`src/logic/rdiam_pkg.sv`:
```
package rdiam_pkg;

	// ****************************************
	// numbers: hundredths of a percent
	// ****************************************
	localparam int          CLK_HZ         = 50_000_000;
	localparam logic [15:0] PCT_FULL       = 16'h2710; // 100.00 %
	localparam logic [15:0] THRESH_RST     = 16'h01F4; // 5.00 %
	localparam logic [15:0] FLOOR_RST      = 16'h03E8; // 10.00 %
	localparam logic [15:0] PVAL_RST       = 16'h0000;
	localparam logic [15:0] SLEW_MS_RST    = 16'h1388; // 5000 ms = 5.0 s
	localparam logic        PRESET_RST     = 1'b0;
	// clock cycles per output count, per millisecond of slew time
	localparam int          STEP_CYC_PER_MS = CLK_HZ / 1000 / 10000;

	// ****************************************
	// register map, byte addresses
	// ****************************************
	localparam logic [7:0] A_CTRL   = 8'h00;
	localparam logic [7:0] A_THRESH = 8'h04;
	localparam logic [7:0] A_FLOOR  = 8'h08;
	localparam logic [7:0] A_PVAL   = 8'h0C;
	localparam logic [7:0] A_SLEW   = 8'h10;
	localparam logic [7:0] A_OUT    = 8'h14;
	localparam logic [7:0] A_RAW    = 8'h18;
	localparam logic [7:0] A_WMAG   = 8'h1C;
	localparam logic [7:0] A_SMAG   = 8'h20;
	localparam int         CTRL_PRESET_BIT = 0;

	typedef enum logic [3:0] {
		RD_CTRL, RD_THRESH, RD_FLOOR, RD_PVAL, RD_SLEW,
		RD_OUT, RD_RAW, RD_WMAG, RD_SMAG, RD_NONE
	} rdiam_reg_t;

	// software settings
	typedef struct packed {
		logic        preset;
		logic [15:0] thresh;
		logic [15:0] floor;
		logic [15:0] pval;
		logic [15:0] slew_ms;
	} rdiam_cfg_t;

	// apb request from the master
	typedef struct packed {
		logic        psel;
		logic        penable;
		logic        pwrite;
		logic [7:0]  paddr;
		logic [31:0] pwdata;
	} rdiam_apb_req_t;

endpackage

```
`src/logic/rdiam_est.sv`:
```
// The implementer's own choices: register access over APB and the register offsets.
`timescale 1ns/1ps

// Function
// - diameter from line speed over reel speed, as percent of full roll
// - calculation runs only while line speed magnitude exceeds threshold
// - below threshold the raw diameter holds its last calculated value
// - preset select drives the diameter output from the preset value
// - core ratio floor scales the result and bounds its range
// - output slews so a full 100 percent change takes slew time
module rdiam_est import rdiam_pkg::*; (
	// clock and reset
	input  wire logic        clk,
	input  wire logic        rst_n,
	// apb slave
	input  wire logic        psel,
	input  wire logic        penable,
	input  wire logic        pwrite,
	input  wire logic [7:0]  paddr,
	input  wire logic [31:0] pwdata,
	output logic             pready,
	output logic             pslverr,
	output logic [31:0]      prdata,
	// speed inputs, signed, from other clock domains
	input  wire logic [15:0] web_velocity_in,
	input  wire logic [15:0] spindle_velocity_in,
	// diameter and monitoring
	output logic [15:0]      roll_size_out,
	output logic [15:0]      roll_size_raw,
	output logic [15:0]      web_velocity_magnitude,
	output logic [15:0]      spindle_velocity_magnitude,
	output logic             calc_active
);

	// ****************************************
	// helpers
	// ****************************************
	// magnitude of a signed speed; -32768 maps to 32768, still fits
	function automatic logic [15:0] mag16(input logic [15:0] v);
		if (v[15]) begin
			return (~v) + 16'h0001;
		end else begin
			return v;
		end
	endfunction

	// register index for an address
	function automatic rdiam_reg_t dec(input logic [7:0] a);
		if (a == A_CTRL) begin
			return RD_CTRL;
		end else if (a == A_THRESH) begin
			return RD_THRESH;
		end else if (a == A_FLOOR) begin
			return RD_FLOOR;
		end else if (a == A_PVAL) begin
			return RD_PVAL;
		end else if (a == A_SLEW) begin
			return RD_SLEW;
		end else if (a == A_OUT) begin
			return RD_OUT;
		end else if (a == A_RAW) begin
			return RD_RAW;
		end else if (a == A_WMAG) begin
			return RD_WMAG;
		end else if (a == A_SMAG) begin
			return RD_SMAG;
		end else begin
			return RD_NONE;
		end
	endfunction

	// ****************************************
	// state
	// ****************************************
	typedef struct packed {
		logic [15:0] web_s1;
		logic [15:0] web_s2;
		logic [15:0] spin_s1;
		logic [15:0] spin_s2;
		logic [15:0] web_mag;
		logic [15:0] spin_mag;
		logic        active;
		rdiam_cfg_t  cfg;
		logic [15:0] raw;
		logic [15:0] out;
		logic [19:0] tick;
		logic        start;
	} rdiam_state_t;

	rdiam_state_t   s_q, s_d;
	rdiam_apb_req_t req;
	rdiam_reg_t     sel;
	logic           wr_en;
	logic           div_busy;
	logic           div_done;
	logic [31:0]    div_quot;
	logic [31:0]    numer;
	logic [15:0]    result;
	logic [19:0]    period;

	assign req = '{psel: psel, penable: penable, pwrite: pwrite,
		paddr: paddr, pwdata: pwdata};
	assign sel = dec(req.paddr);

	// ****************************************
	// apb slave, zero wait states
	// ****************************************
	// every access completes at once; unmapped addresses flag an error
	assign pready  = 1'b1;
	assign pslverr = req.psel && req.penable && (sel == RD_NONE);
	assign wr_en   = req.psel && req.penable && req.pwrite
		&& (sel != RD_NONE);

	// read mux over flip-flops; upper bits read as zero
	always_comb begin
		prdata = 32'h00000000;
		if (sel == RD_CTRL) begin
			prdata[CTRL_PRESET_BIT] = s_q.cfg.preset;
		end else if (sel == RD_THRESH) begin
			prdata[15:0] = s_q.cfg.thresh;
		end else if (sel == RD_FLOOR) begin
			prdata[15:0] = s_q.cfg.floor;
		end else if (sel == RD_PVAL) begin
			prdata[15:0] = s_q.cfg.pval;
		end else if (sel == RD_SLEW) begin
			prdata[15:0] = s_q.cfg.slew_ms;
		end else if (sel == RD_OUT) begin
			prdata[15:0] = s_q.out;
		end else if (sel == RD_RAW) begin
			prdata[15:0] = s_q.raw;
		end else if (sel == RD_WMAG) begin
			prdata[15:0] = s_q.web_mag;
		end else if (sel == RD_SMAG) begin
			prdata[15:0] = s_q.spin_mag;
		end
	end

	// ****************************************
	// divider
	// ****************************************
	// floor times line over reel: at core size and matched speeds
	// the result equals the floor itself
	assign numer = {16'h0000, s_q.cfg.floor} * {16'h0000, s_q.web_mag};

	rdiam_div u_div (
		.clk   (clk),
		.rst_n (rst_n),
		.start (s_q.start),
		.numer (numer),
		.denom (s_q.spin_mag),
		.busy  (div_busy),
		.done  (div_done),
		.quot  (div_quot)
	);

	// clamp to floor..full; a stalled reel reads as full roll
	always_comb begin
		if (s_q.spin_mag == 16'h0000 || div_quot > {16'h0000, PCT_FULL}) begin
			result = PCT_FULL;
		end else if (div_quot[15:0] < s_q.cfg.floor) begin
			result = s_q.cfg.floor;
		end else begin
			result = div_quot[15:0];
		end
	end

	// cycles per output count; zero slew time moves every cycle
	assign period = s_q.cfg.slew_ms * 20'(STEP_CYC_PER_MS);

	// ****************************************
	// next state
	// ****************************************
	always_comb begin
		s_d = s_q;
		// two-flop synchronisers for the speed pins
		s_d.web_s1   = web_velocity_in;
		s_d.web_s2   = s_q.web_s1;
		s_d.spin_s1  = spindle_velocity_in;
		s_d.spin_s2  = s_q.spin_s1;
		s_d.web_mag  = mag16(s_q.web_s2);
		s_d.spin_mag = mag16(s_q.spin_s2);
		s_d.active   = s_q.web_mag > s_q.cfg.thresh;
		// software settings
		if (wr_en) begin
			if (sel == RD_CTRL) begin
				s_d.cfg.preset = req.pwdata[CTRL_PRESET_BIT];
			end else if (sel == RD_THRESH) begin
				s_d.cfg.thresh = req.pwdata[15:0];
			end else if (sel == RD_FLOOR) begin
				s_d.cfg.floor = req.pwdata[15:0];
			end else if (sel == RD_PVAL) begin
				s_d.cfg.pval = req.pwdata[15:0];
			end else if (sel == RD_SLEW) begin
				s_d.cfg.slew_ms = req.pwdata[15:0];
			end
		end
		// launch a division whenever idle and calculating
		s_d.start = !div_busy && !s_q.start && !div_done
			&& s_q.active && !s_q.cfg.preset;
		// late results are dropped once the line slows: hold value
		if (s_q.cfg.preset) begin
			s_d.raw  = s_q.cfg.pval;
			s_d.out  = s_q.cfg.pval;
			s_d.tick = 20'h00000;
		end else begin
			if (div_done && s_q.active) begin
				s_d.raw = result;
			end
			// rate limiter, one count per period
			if (s_q.out == s_q.raw) begin
				s_d.tick = 20'h00000;
			end else if (s_q.tick + 20'h00001 >= period) begin
				s_d.tick = 20'h00000;
				if (s_q.out < s_q.raw) begin
					s_d.out = s_q.out + 16'h0001;
				end else begin
					s_d.out = s_q.out - 16'h0001;
				end
			end else begin
				s_d.tick = s_q.tick + 20'h00001;
			end
		end
	end

	// ****************************************
	// registers
	// ****************************************
	always_ff @(posedge clk) begin
		if (!rst_n) begin
			s_q             <= '0;
			s_q.cfg.preset  <= PRESET_RST;
			s_q.cfg.thresh  <= THRESH_RST;
			s_q.cfg.floor   <= FLOOR_RST;
			s_q.cfg.pval    <= PVAL_RST;
			s_q.cfg.slew_ms <= SLEW_MS_RST;
		end else begin
			s_q <= s_d;
		end
	end

	assign roll_size_out              = s_q.out;
	assign roll_size_raw              = s_q.raw;
	assign web_velocity_magnitude     = s_q.web_mag;
	assign spindle_velocity_magnitude = s_q.spin_mag;
	assign calc_active                = s_q.active;
endmodule

```
`src/logic/rdiam_div.sv`:
```
`timescale 1ns/1ps

// restoring divider, one quotient bit per clock, 32 cycles
module rdiam_div import rdiam_pkg::*; (
	// clock and reset
	input  wire logic        clk,
	input  wire logic        rst_n,
	// request
	input  wire logic        start,
	input  wire logic [31:0] numer,
	input  wire logic [15:0] denom,
	// answer
	output logic             busy,
	output logic             done,
	output logic [31:0]      quot
);

	typedef struct packed {
		logic        busy;
		logic        done;
		logic [4:0]  cnt;
		logic [16:0] rem;
		logic [31:0] quo;
		logic [15:0] den;
	} rdiam_div_st_t;

	rdiam_div_st_t s_q, s_d;
	logic [16:0]   trial;

	// ****************************************
	// iteration
	// ****************************************
	always_comb begin
		s_d    = s_q;
		trial  = 17'h00000;
		s_d.done = 1'b0;
		if (s_q.busy) begin
			trial     = {s_q.rem[15:0], s_q.quo[31]};
			s_d.quo   = {s_q.quo[30:0], 1'b0};
			if (trial >= {1'b0, s_q.den}) begin
				s_d.rem    = trial - {1'b0, s_q.den};
				s_d.quo[0] = 1'b1;
			end else begin
				s_d.rem = trial;
			end
			s_d.cnt = s_q.cnt + 5'h01;
			if (s_q.cnt == 5'h1F) begin
				s_d.busy = 1'b0;
				s_d.done = 1'b1;
			end
		end else if (start) begin
			s_d.busy = 1'b1;
			s_d.cnt  = 5'h00;
			s_d.rem  = 17'h00000;
			s_d.quo  = numer;
			s_d.den  = denom;
		end
	end

	always_ff @(posedge clk) begin
		if (!rst_n) begin
			s_q <= '0;
		end else begin
			s_q <= s_d;
		end
	end

	assign busy = s_q.busy;
	assign done = s_q.done;
	assign quot = s_q.quo;
endmodule

```
`config.mk`:
```
export PLATFORM = sky130hd
export DESIGN_NAME = rdiam_est
export DESIGN_NICKNAME = d
export VERILOG_FILES = /design/src/logic/rdiam_pkg.sv /design/src/logic/rdiam_est.sv /design/src/logic/rdiam_div.sv
export SDC_FILE = /design/constraint.sdc
export NUM_CORES = 1
export LEC_CHECK = 0
export ABC_AREA = 1
export BUFFER_PORTS_ARGS = -buffer_cell sky130_fd_sc_hd__buf_2
export CORE_MARGIN = 5
export CORE_UTILIZATION = 57
export CTS_CLUSTER_DIAMETER = 200
export DETAILED_ROUTE_END_ITERATION = 10
export PLACE_DENSITY = 0.79
export SLEW_MARGIN = 20
export SYNTH_ARGS = -nofsm -noshare
export SYNTH_HDL_FRONTEND = slang
export SYNTH_SLANG_ARGS = --single-unit
```
`constraint.sdc`:
```
create_clock -name clk -period 6 [get_ports clk]
set_input_delay 0.9 -clock clk [delete_from_list [all_inputs] [get_ports clk]]
set_output_delay 0.9 -clock clk [all_outputs]
set_load 0.02 [all_outputs]
```
==> impl_metrics.tcl, run 1 <==
set metrics [dict create \
    synth_edf_count 0 \
    synth_area_um2 25700 \
    ff2ff_setup_slack_ns 0.23 \
    synth-seq-area-share 0.223 \
    switchingPower_mw 3.18 \
    grt_pass1_vias 23000 \
    numCtsBuffers 34 \
    crit_type "register to register" \
    pwr-share-comb 0.447 \
    postLayoutCoreUtil 0.640 \
    skew_ns 0.0335 \
    period_share 0.961 \
    start_util 0.579 \
    root_buffer "clkbuf_16" \
    synth.area.top_cells "dfxtp_1 22%, fa_1 15%, ha_1 11%, inv_1 10%, nand2_1 10%" \
    wl_per_cell_um 17.9 \
    ff2ff_path_depth 21 \
    yosysMostFrequentCell "inv_1" \
    drtPass1Iterations 6 \
    rows 77 \
    switching_share 0.414 \
    synth_top_area_frac 0.223 \
    ir_drop_mv 0.312 \
    clkTransAtPathRegs_ns 0.06 \
    synthToLayoutAreaGrowth_pct 10.6 \
    synth_commonest_cells "718 x inv_1, 711 x nand2_1, 307 x a21oi_1" \
    layout_min_cycle_time_ns 5.77 \
    path_buf_inv 6 \
    synth_warnings 0 \
    drv_slew 0 \
    cp.required_ns 6.45 \
    rr_endpoint "u_div.quot[26]" \
    slew_headroom 0.310 \
    grt_setup_unrepaired "yes" \
    synth.avg_cell_area_um2 7.16 \
    hold_viol_final 0 \
    chipWidth_um 222 \
    netlist_instances 3591 \
    ys.flop_type "dfxtp_1" \
    coreArea_um2 44400 \
    clk_path_buf_depth 3 \
    grt_max_degree 128 \
    pwr-share-seq 0.280 \
    cp_slowest_cell "fa_1" \
    async_flop_share 0 \
    gp_congestion 0.992 \
    setup_viol 0 \
    drt_wl_total_mm 77.0 \
    antenna_found_initial 5 \
    synth_cell_types 59 \
    ys_ff_latch 286 \
    hold_path_depth 2 \
    vias_per_cell 5.59 \
    clock.fmax_mhz 173 \
    max-cap-violations 0 \
    internal_power_mw 4.51 \
    min_to "s_q[163]" \
    crit_path_start_kind "register" \
    crit_top_cell "fa_1" \
    die_h_um 222 \
    cts_sinks 286 \
    drc 0 \
    grt_use_total 0.306 \
    status "finished, final reports clean" \
    finalSetupTns_ns 0 \
    cts_tree "done" \
    io_pins 176 \
    p_leak_nw 15.1 \
    grt_pass1_wl_mm 122 \
    ant_nets 0 \
    path_cells "buf_4, nand2_1, fa_1, inv_1, ha_1, fa_1, fa_1, fa_1, inv_1, fa_1, inv_1, ha_1, buf_4, a21oi_1, o21ai_0, buf_4, a211oi_1, nand2_1, a21oi_2, o21ai_2, a21oi_1" \
    io_buffer_count 142 \
    max_stage_delay_ns 0.55 \
    grt_overflow 0 \
    cp_max_fo 12 \
    h-tree-depth 2 \
    max_slew.worst_pin.slew_ns 1.03 \
    crit_family "adder cells" \
    drive_gt1_frac 0.118 \
    hold_class "register to register" \
    clkPwrFrac 0.273 \
    dp_hpwl_mm 59.3 \
    drt-initial-drc-count 2747 \
    dieArea_um2 49500 \
    crit_path_end_kind "register" \
    reg2reg_from "s_q[98]" \
    critical_path_arrival_ns 6.22 \
    power_density_nw_per_um2 271 \
    cts_hold_buffers 0 \
    synth_top_area_cell "dfxtp_1" \
    clk_latency_ns 0.56 \
    hold_start "s_d[163]" \
    nets 4179 \
    vias 24000 \
]
worst max-delay path by stage:
stage                               from        endpoint  slack, ns  cells after the start
2_1_floorplan  web_velocity_magnitude[9]  u_div.quot[19]       0.20                     25
3_3_place_gp   web_velocity_magnitude[9]  u_div.quot[25]       0.05                     21
3_5_place_dp   web_velocity_magnitude[9]  u_div.quot[25]      -0.01                     21
4_1_cts                          s_q[88]  u_div.quot[25]       0.03                     20
5_1_grt        web_velocity_magnitude[5]  u_div.quot[27]      -0.03                     26
6_report                         s_q[98]  u_div.quot[26]       0.23                     21
per-layer routing:
layer	routed length (um)	share of wire	global-route usage
met5	27	0.00035	0
met2	33300	0.43	0.476
met1	30500	0.40	0.403
met3	9070	0.12	0.0820
met4	4160	0.054	0.132
cell usage in the layout (no fill, tap or decap), drive strengths merged, types with 10 or more instances in the layout:
master / instances
ha: 233
a22oi: 34
a31oi: 10
clkinv: 18
clkbuf: 43
fa: 197
xnor2: 14
o21ai: 233
nand2: 718
or2: 13
a21oi: 307
dfxtp: 286
inv: 725
nand4: 27
nand3: 187
nor3: 48
nor2: 200
nor4: 13
conb: 18
nand3b: 20
buf: 261
xor2: 30
power by group through the flow:
stage               sequential [mW]  combinational [mW]  clock, mW
floorplan                      2.12                2.61          0
global placement               2.19                3.25          0
detailed placement             2.19                3.30          0
CTS                            2.15                3.34       2.12
global route                   2.16                3.89       2.19
finish                         2.15                3.44       2.10
through the flow:
step	hold slack, ns	power (mW)	area [um2]	setup WS [ns]	instances
5_1_grt	0.432	8.24	28400	-0.0279	4289
3_5_place_dp	0.396	5.49	27000	-0.0118	4223
2_1_floorplan	0.390	4.73	25800	0.205	3607
6_report	0.412	7.70	28400	0.234	4291
4_1_cts	0.409	7.60	28100	0.0317	4283
3_3_place_gp	0.392	5.44	27000	0.0507	4223
final cells by class:
cell class / count / area, um2
Tap cell: 592 / 741
Timing Repair Buffer: 261 / 1770
Sequential cell: 286 / 5780
Inverter: 730 / 2740
Antenna cell: 3 / 7.51
Multi-Input combinational cell: 2359 / 16300
Clock buffer: 43 / 935
Clock inverter: 17 / 185
Fill cell: 3866 / 16000
worst register-to-register path, stage by stage (launching register included):
cell	delay, ns
dfxtp_2	0.47
buf_4	0.26
nand2_1	0.11
fa_1	0.54
inv_1	0.04
ha_1	0.32
fa_1	0.55
fa_1	0.45
fa_1	0.54
inv_1	0.05
fa_1	0.54
inv_1	0.05
ha_1	0.32
buf_4	0.16
a21oi_1	0.20
o21ai_0	0.15
buf_4	0.17
a211oi_1	0.20
nand2_1	0.14
a21oi_2	0.17
o21ai_2	0.08
a21oi_1	0.13
registers in the layout, indices dropped and copies added (netlist names):
register	flops
calc_active	1
spindle_velocity_magnitude	16
s_d	32
roll_size_out	16
s_q	118
u_div.busy	1
u_div.s_q	37
web_velocity_magnitude	16
roll_size_raw	16
u_div.done	1
u_div.quot	32
kinds of logic after synthesis:
logic type,share of synthesized area
compound gates,0.133
xor+xnor,0.0150
fa+ha+maj,0.267
buf+inv,0.154
flops,0.223
other cells,0.000292
simple gates,0.208
what timing repair did:
action | CTS | global route
endpoints found under the setup margin | 6 | 17
pin swaps | 0 | 26
buffers inserted | 0 | 5
resized for setup | 2 | 78
(Power assumes the default switching activity.)
==> inputs of run 2 (changes only) <==
--- a/config.mk
+++ b/config.mk
@@ -12,6 +12,7 @@
 export CTS_CLUSTER_DIAMETER = 200
 export DETAILED_ROUTE_END_ITERATION = 10
 export PLACE_DENSITY = 0.79
+export RECOVER_POWER = 25
 export SLEW_MARGIN = 20
 export SYNTH_ARGS = -nofsm -noshare
 export SYNTH_HDL_FRONTEND = slang
==> impl_metrics.tcl, run 2 (synthesis results as in run 1) <==
set metrics [dict create \
    wl_per_cell_um 17.9 \
    largest_reg_flops 118 \
    power_density_nw_per_um2 271 \
    cts_sinks 286 \
    rows 77 \
    period_share 0.963 \
    grt_use_total 0.306 \
    start_util 0.579 \
    clock.fmax_mhz 173 \
    largest_register "s_q" \
    root_buffer "clkbuf_16" \
    cp_slowest_cell "fa_1" \
    cts_tree "done" \
    synthToLayoutAreaGrowth_pct 10.5 \
    drt-initial-drc-count 2662 \
    crit_top_cell "fa_1" \
    hold_path_depth 2 \
    grt_max_degree 128 \
    fill_cells 3875 \
    vias_per_cell 5.55 \
    path_cells "buf_4, nand2_1, fa_1, inv_1, ha_1, fa_1, fa_1, fa_1, inv_1, fa_1, inv_1, ha_1, buf_4, a21oi_1, o21ai_0, buf_4, a211oi_1, nand2_1, a21oi_2, o21ai_2, a21oi_1" \
    max_stage_delay_ns 0.55 \
    drtPass1Iterations 6 \
    coreArea_um2 44400 \
    grt_overflow 0 \
    hold_viol_final 0 \
    fin_total_pwr_mw 7.69 \
    setup_viol 0 \
    chipWidth_um 222 \
    slew_headroom 0.304 \
    numCtsBuffers 34 \
    hold_class "register to register" \
    io_pins 176 \
    grt_pass1_vias 23000 \
    crit_path_end_kind "register" \
    io_buffer_count 142 \
    cp_max_fo 12 \
    grt_setup_unrepaired "yes" \
    nets 4179 \
    drv_slew 0 \
    status "finished, final reports clean" \
    h-tree-depth 2 \
    dieArea_um2 49500 \
    gp_congestion 0.992 \
    vias 23800 \
    drt_wl_total_mm 77.0 \
    max-cap-violations 0 \
    clk_path_buf_depth 3 \
    grt_pass1_wl_mm 122 \
    antenna_found_initial 5 \
    ant_nets 0 \
    clkTransAtPathRegs_ns 0.06 \
    dp_hpwl_mm 59.3 \
    drc 0 \
    top_regs "s_q (118), u_div.s_q (37)" \
    layout_min_cycle_time_ns 5.78 \
    final_common_cell "inv_1" \
    drive_gt1_frac 0.113 \
    ir_drop_mv 0.312 \
    die_h_um 222 \
    postLayoutCoreUtil 0.640 \
    p_leak_nw 15.0 \
    clk_latency_ns 0.55 \
    holdWs_ns 0.411 \
    ff2ff_path_depth 21 \
    finalSetupTns_ns 0 \
    skew_ns 0.0312 \
    max_slew.worst_pin.slew_ns 1.04 \
    layout_common_cells "717 x inv_1, 708 x nand2_1, 298 x a21oi_1" \
    crit_path_start_kind "register" \
    cp.required_ns 6.45 \
    crit_type "register to register" \
    critical_path_arrival_ns 6.23 \
]
## run 2: cell count changes in the layout (fill, tap and decap cells not counted), sizes merged
cell	before	now
clkbuf	43	61
buf	261	243
diode	3	4
## run 2: where the power goes
part / total (mW) / leakage, nW / switching [mW] / internal, mW
clock network: 2.10 / 0.557 / 0.858 / 1.24
logic: 3.44 / 12.1 / 2.17 / 1.27
registers: 2.16 / 2.34 / 0.149 / 2.01
total: 7.69 / 15.0 / 3.18 / 4.51
## run 2: what timing repair did
item / CTS / global route
hold buffers: 0 / 0
buffers inserted: 0 / 5
setup endpoints to repair: 6 / 17
pin swaps: 0 / 26
resized for setup: 2 / 78
## run 2: stage by stage
step	area [um2]	cells	setup slack, ns
finish	28400	4292	0.222
global route	28400	4289	-0.0279
CTS	28100	4283	0.0317
detailed placement	27000	4223	-0.0118
global placement	27000	4223	0.0507
floorplan	25800	3607	0.205
## run 2: path summary, 6_finish.rpt
| kind | to | slack [ns] | from |
|---|---|---|---|
| setup reg to reg | u_div.quot[26] | 0.22 | s_q[98] |
| hold reg to reg | s_q[156] | 0.41 | s_d[156] |
| setup / recovery | u_div.quot[26] | 0.22 | s_q[98] |
| hold / removal | s_q[156] | 0.41 | s_d[156] |
## run 2: routing by layer
metal / GRT usage / up-vias / share of wire
met5: 0 / - / 0.00035
met4: 0.132 / 4 / 0.051
met3: 0.0820 / 261 / 0.12
met2: 0.476 / 1325 / 0.43
met1: 0.403 / 10900 / 0.39
li1: - / 11400 / -
## run 2: layout make-up
cell class | count | area, um2 | share of cell area
repair buffers | 261 | 1750 | 0.0615
diodes | 4 | 10.0 | 0.000352
flip-flops and latches | 286 | 5780 | 0.203
inverters | 730 | 2740 | 0.0964
clock buffers | 43 | 935 | 0.0329
well taps | 592 | 741 | 0.0261
multi-input cells | 2359 | 16300 | 0.573
clock inverters | 17 | 185 | 0.00652
## run 2: critical path, delay by kind of cell, from the launching register on
family	cells	cell delay (ns)
compound gates	6	0.93
fa+ha+maj	7	3.26
buf+inv	6	0.74
flops	1	0.47
simple gates	2	0.25
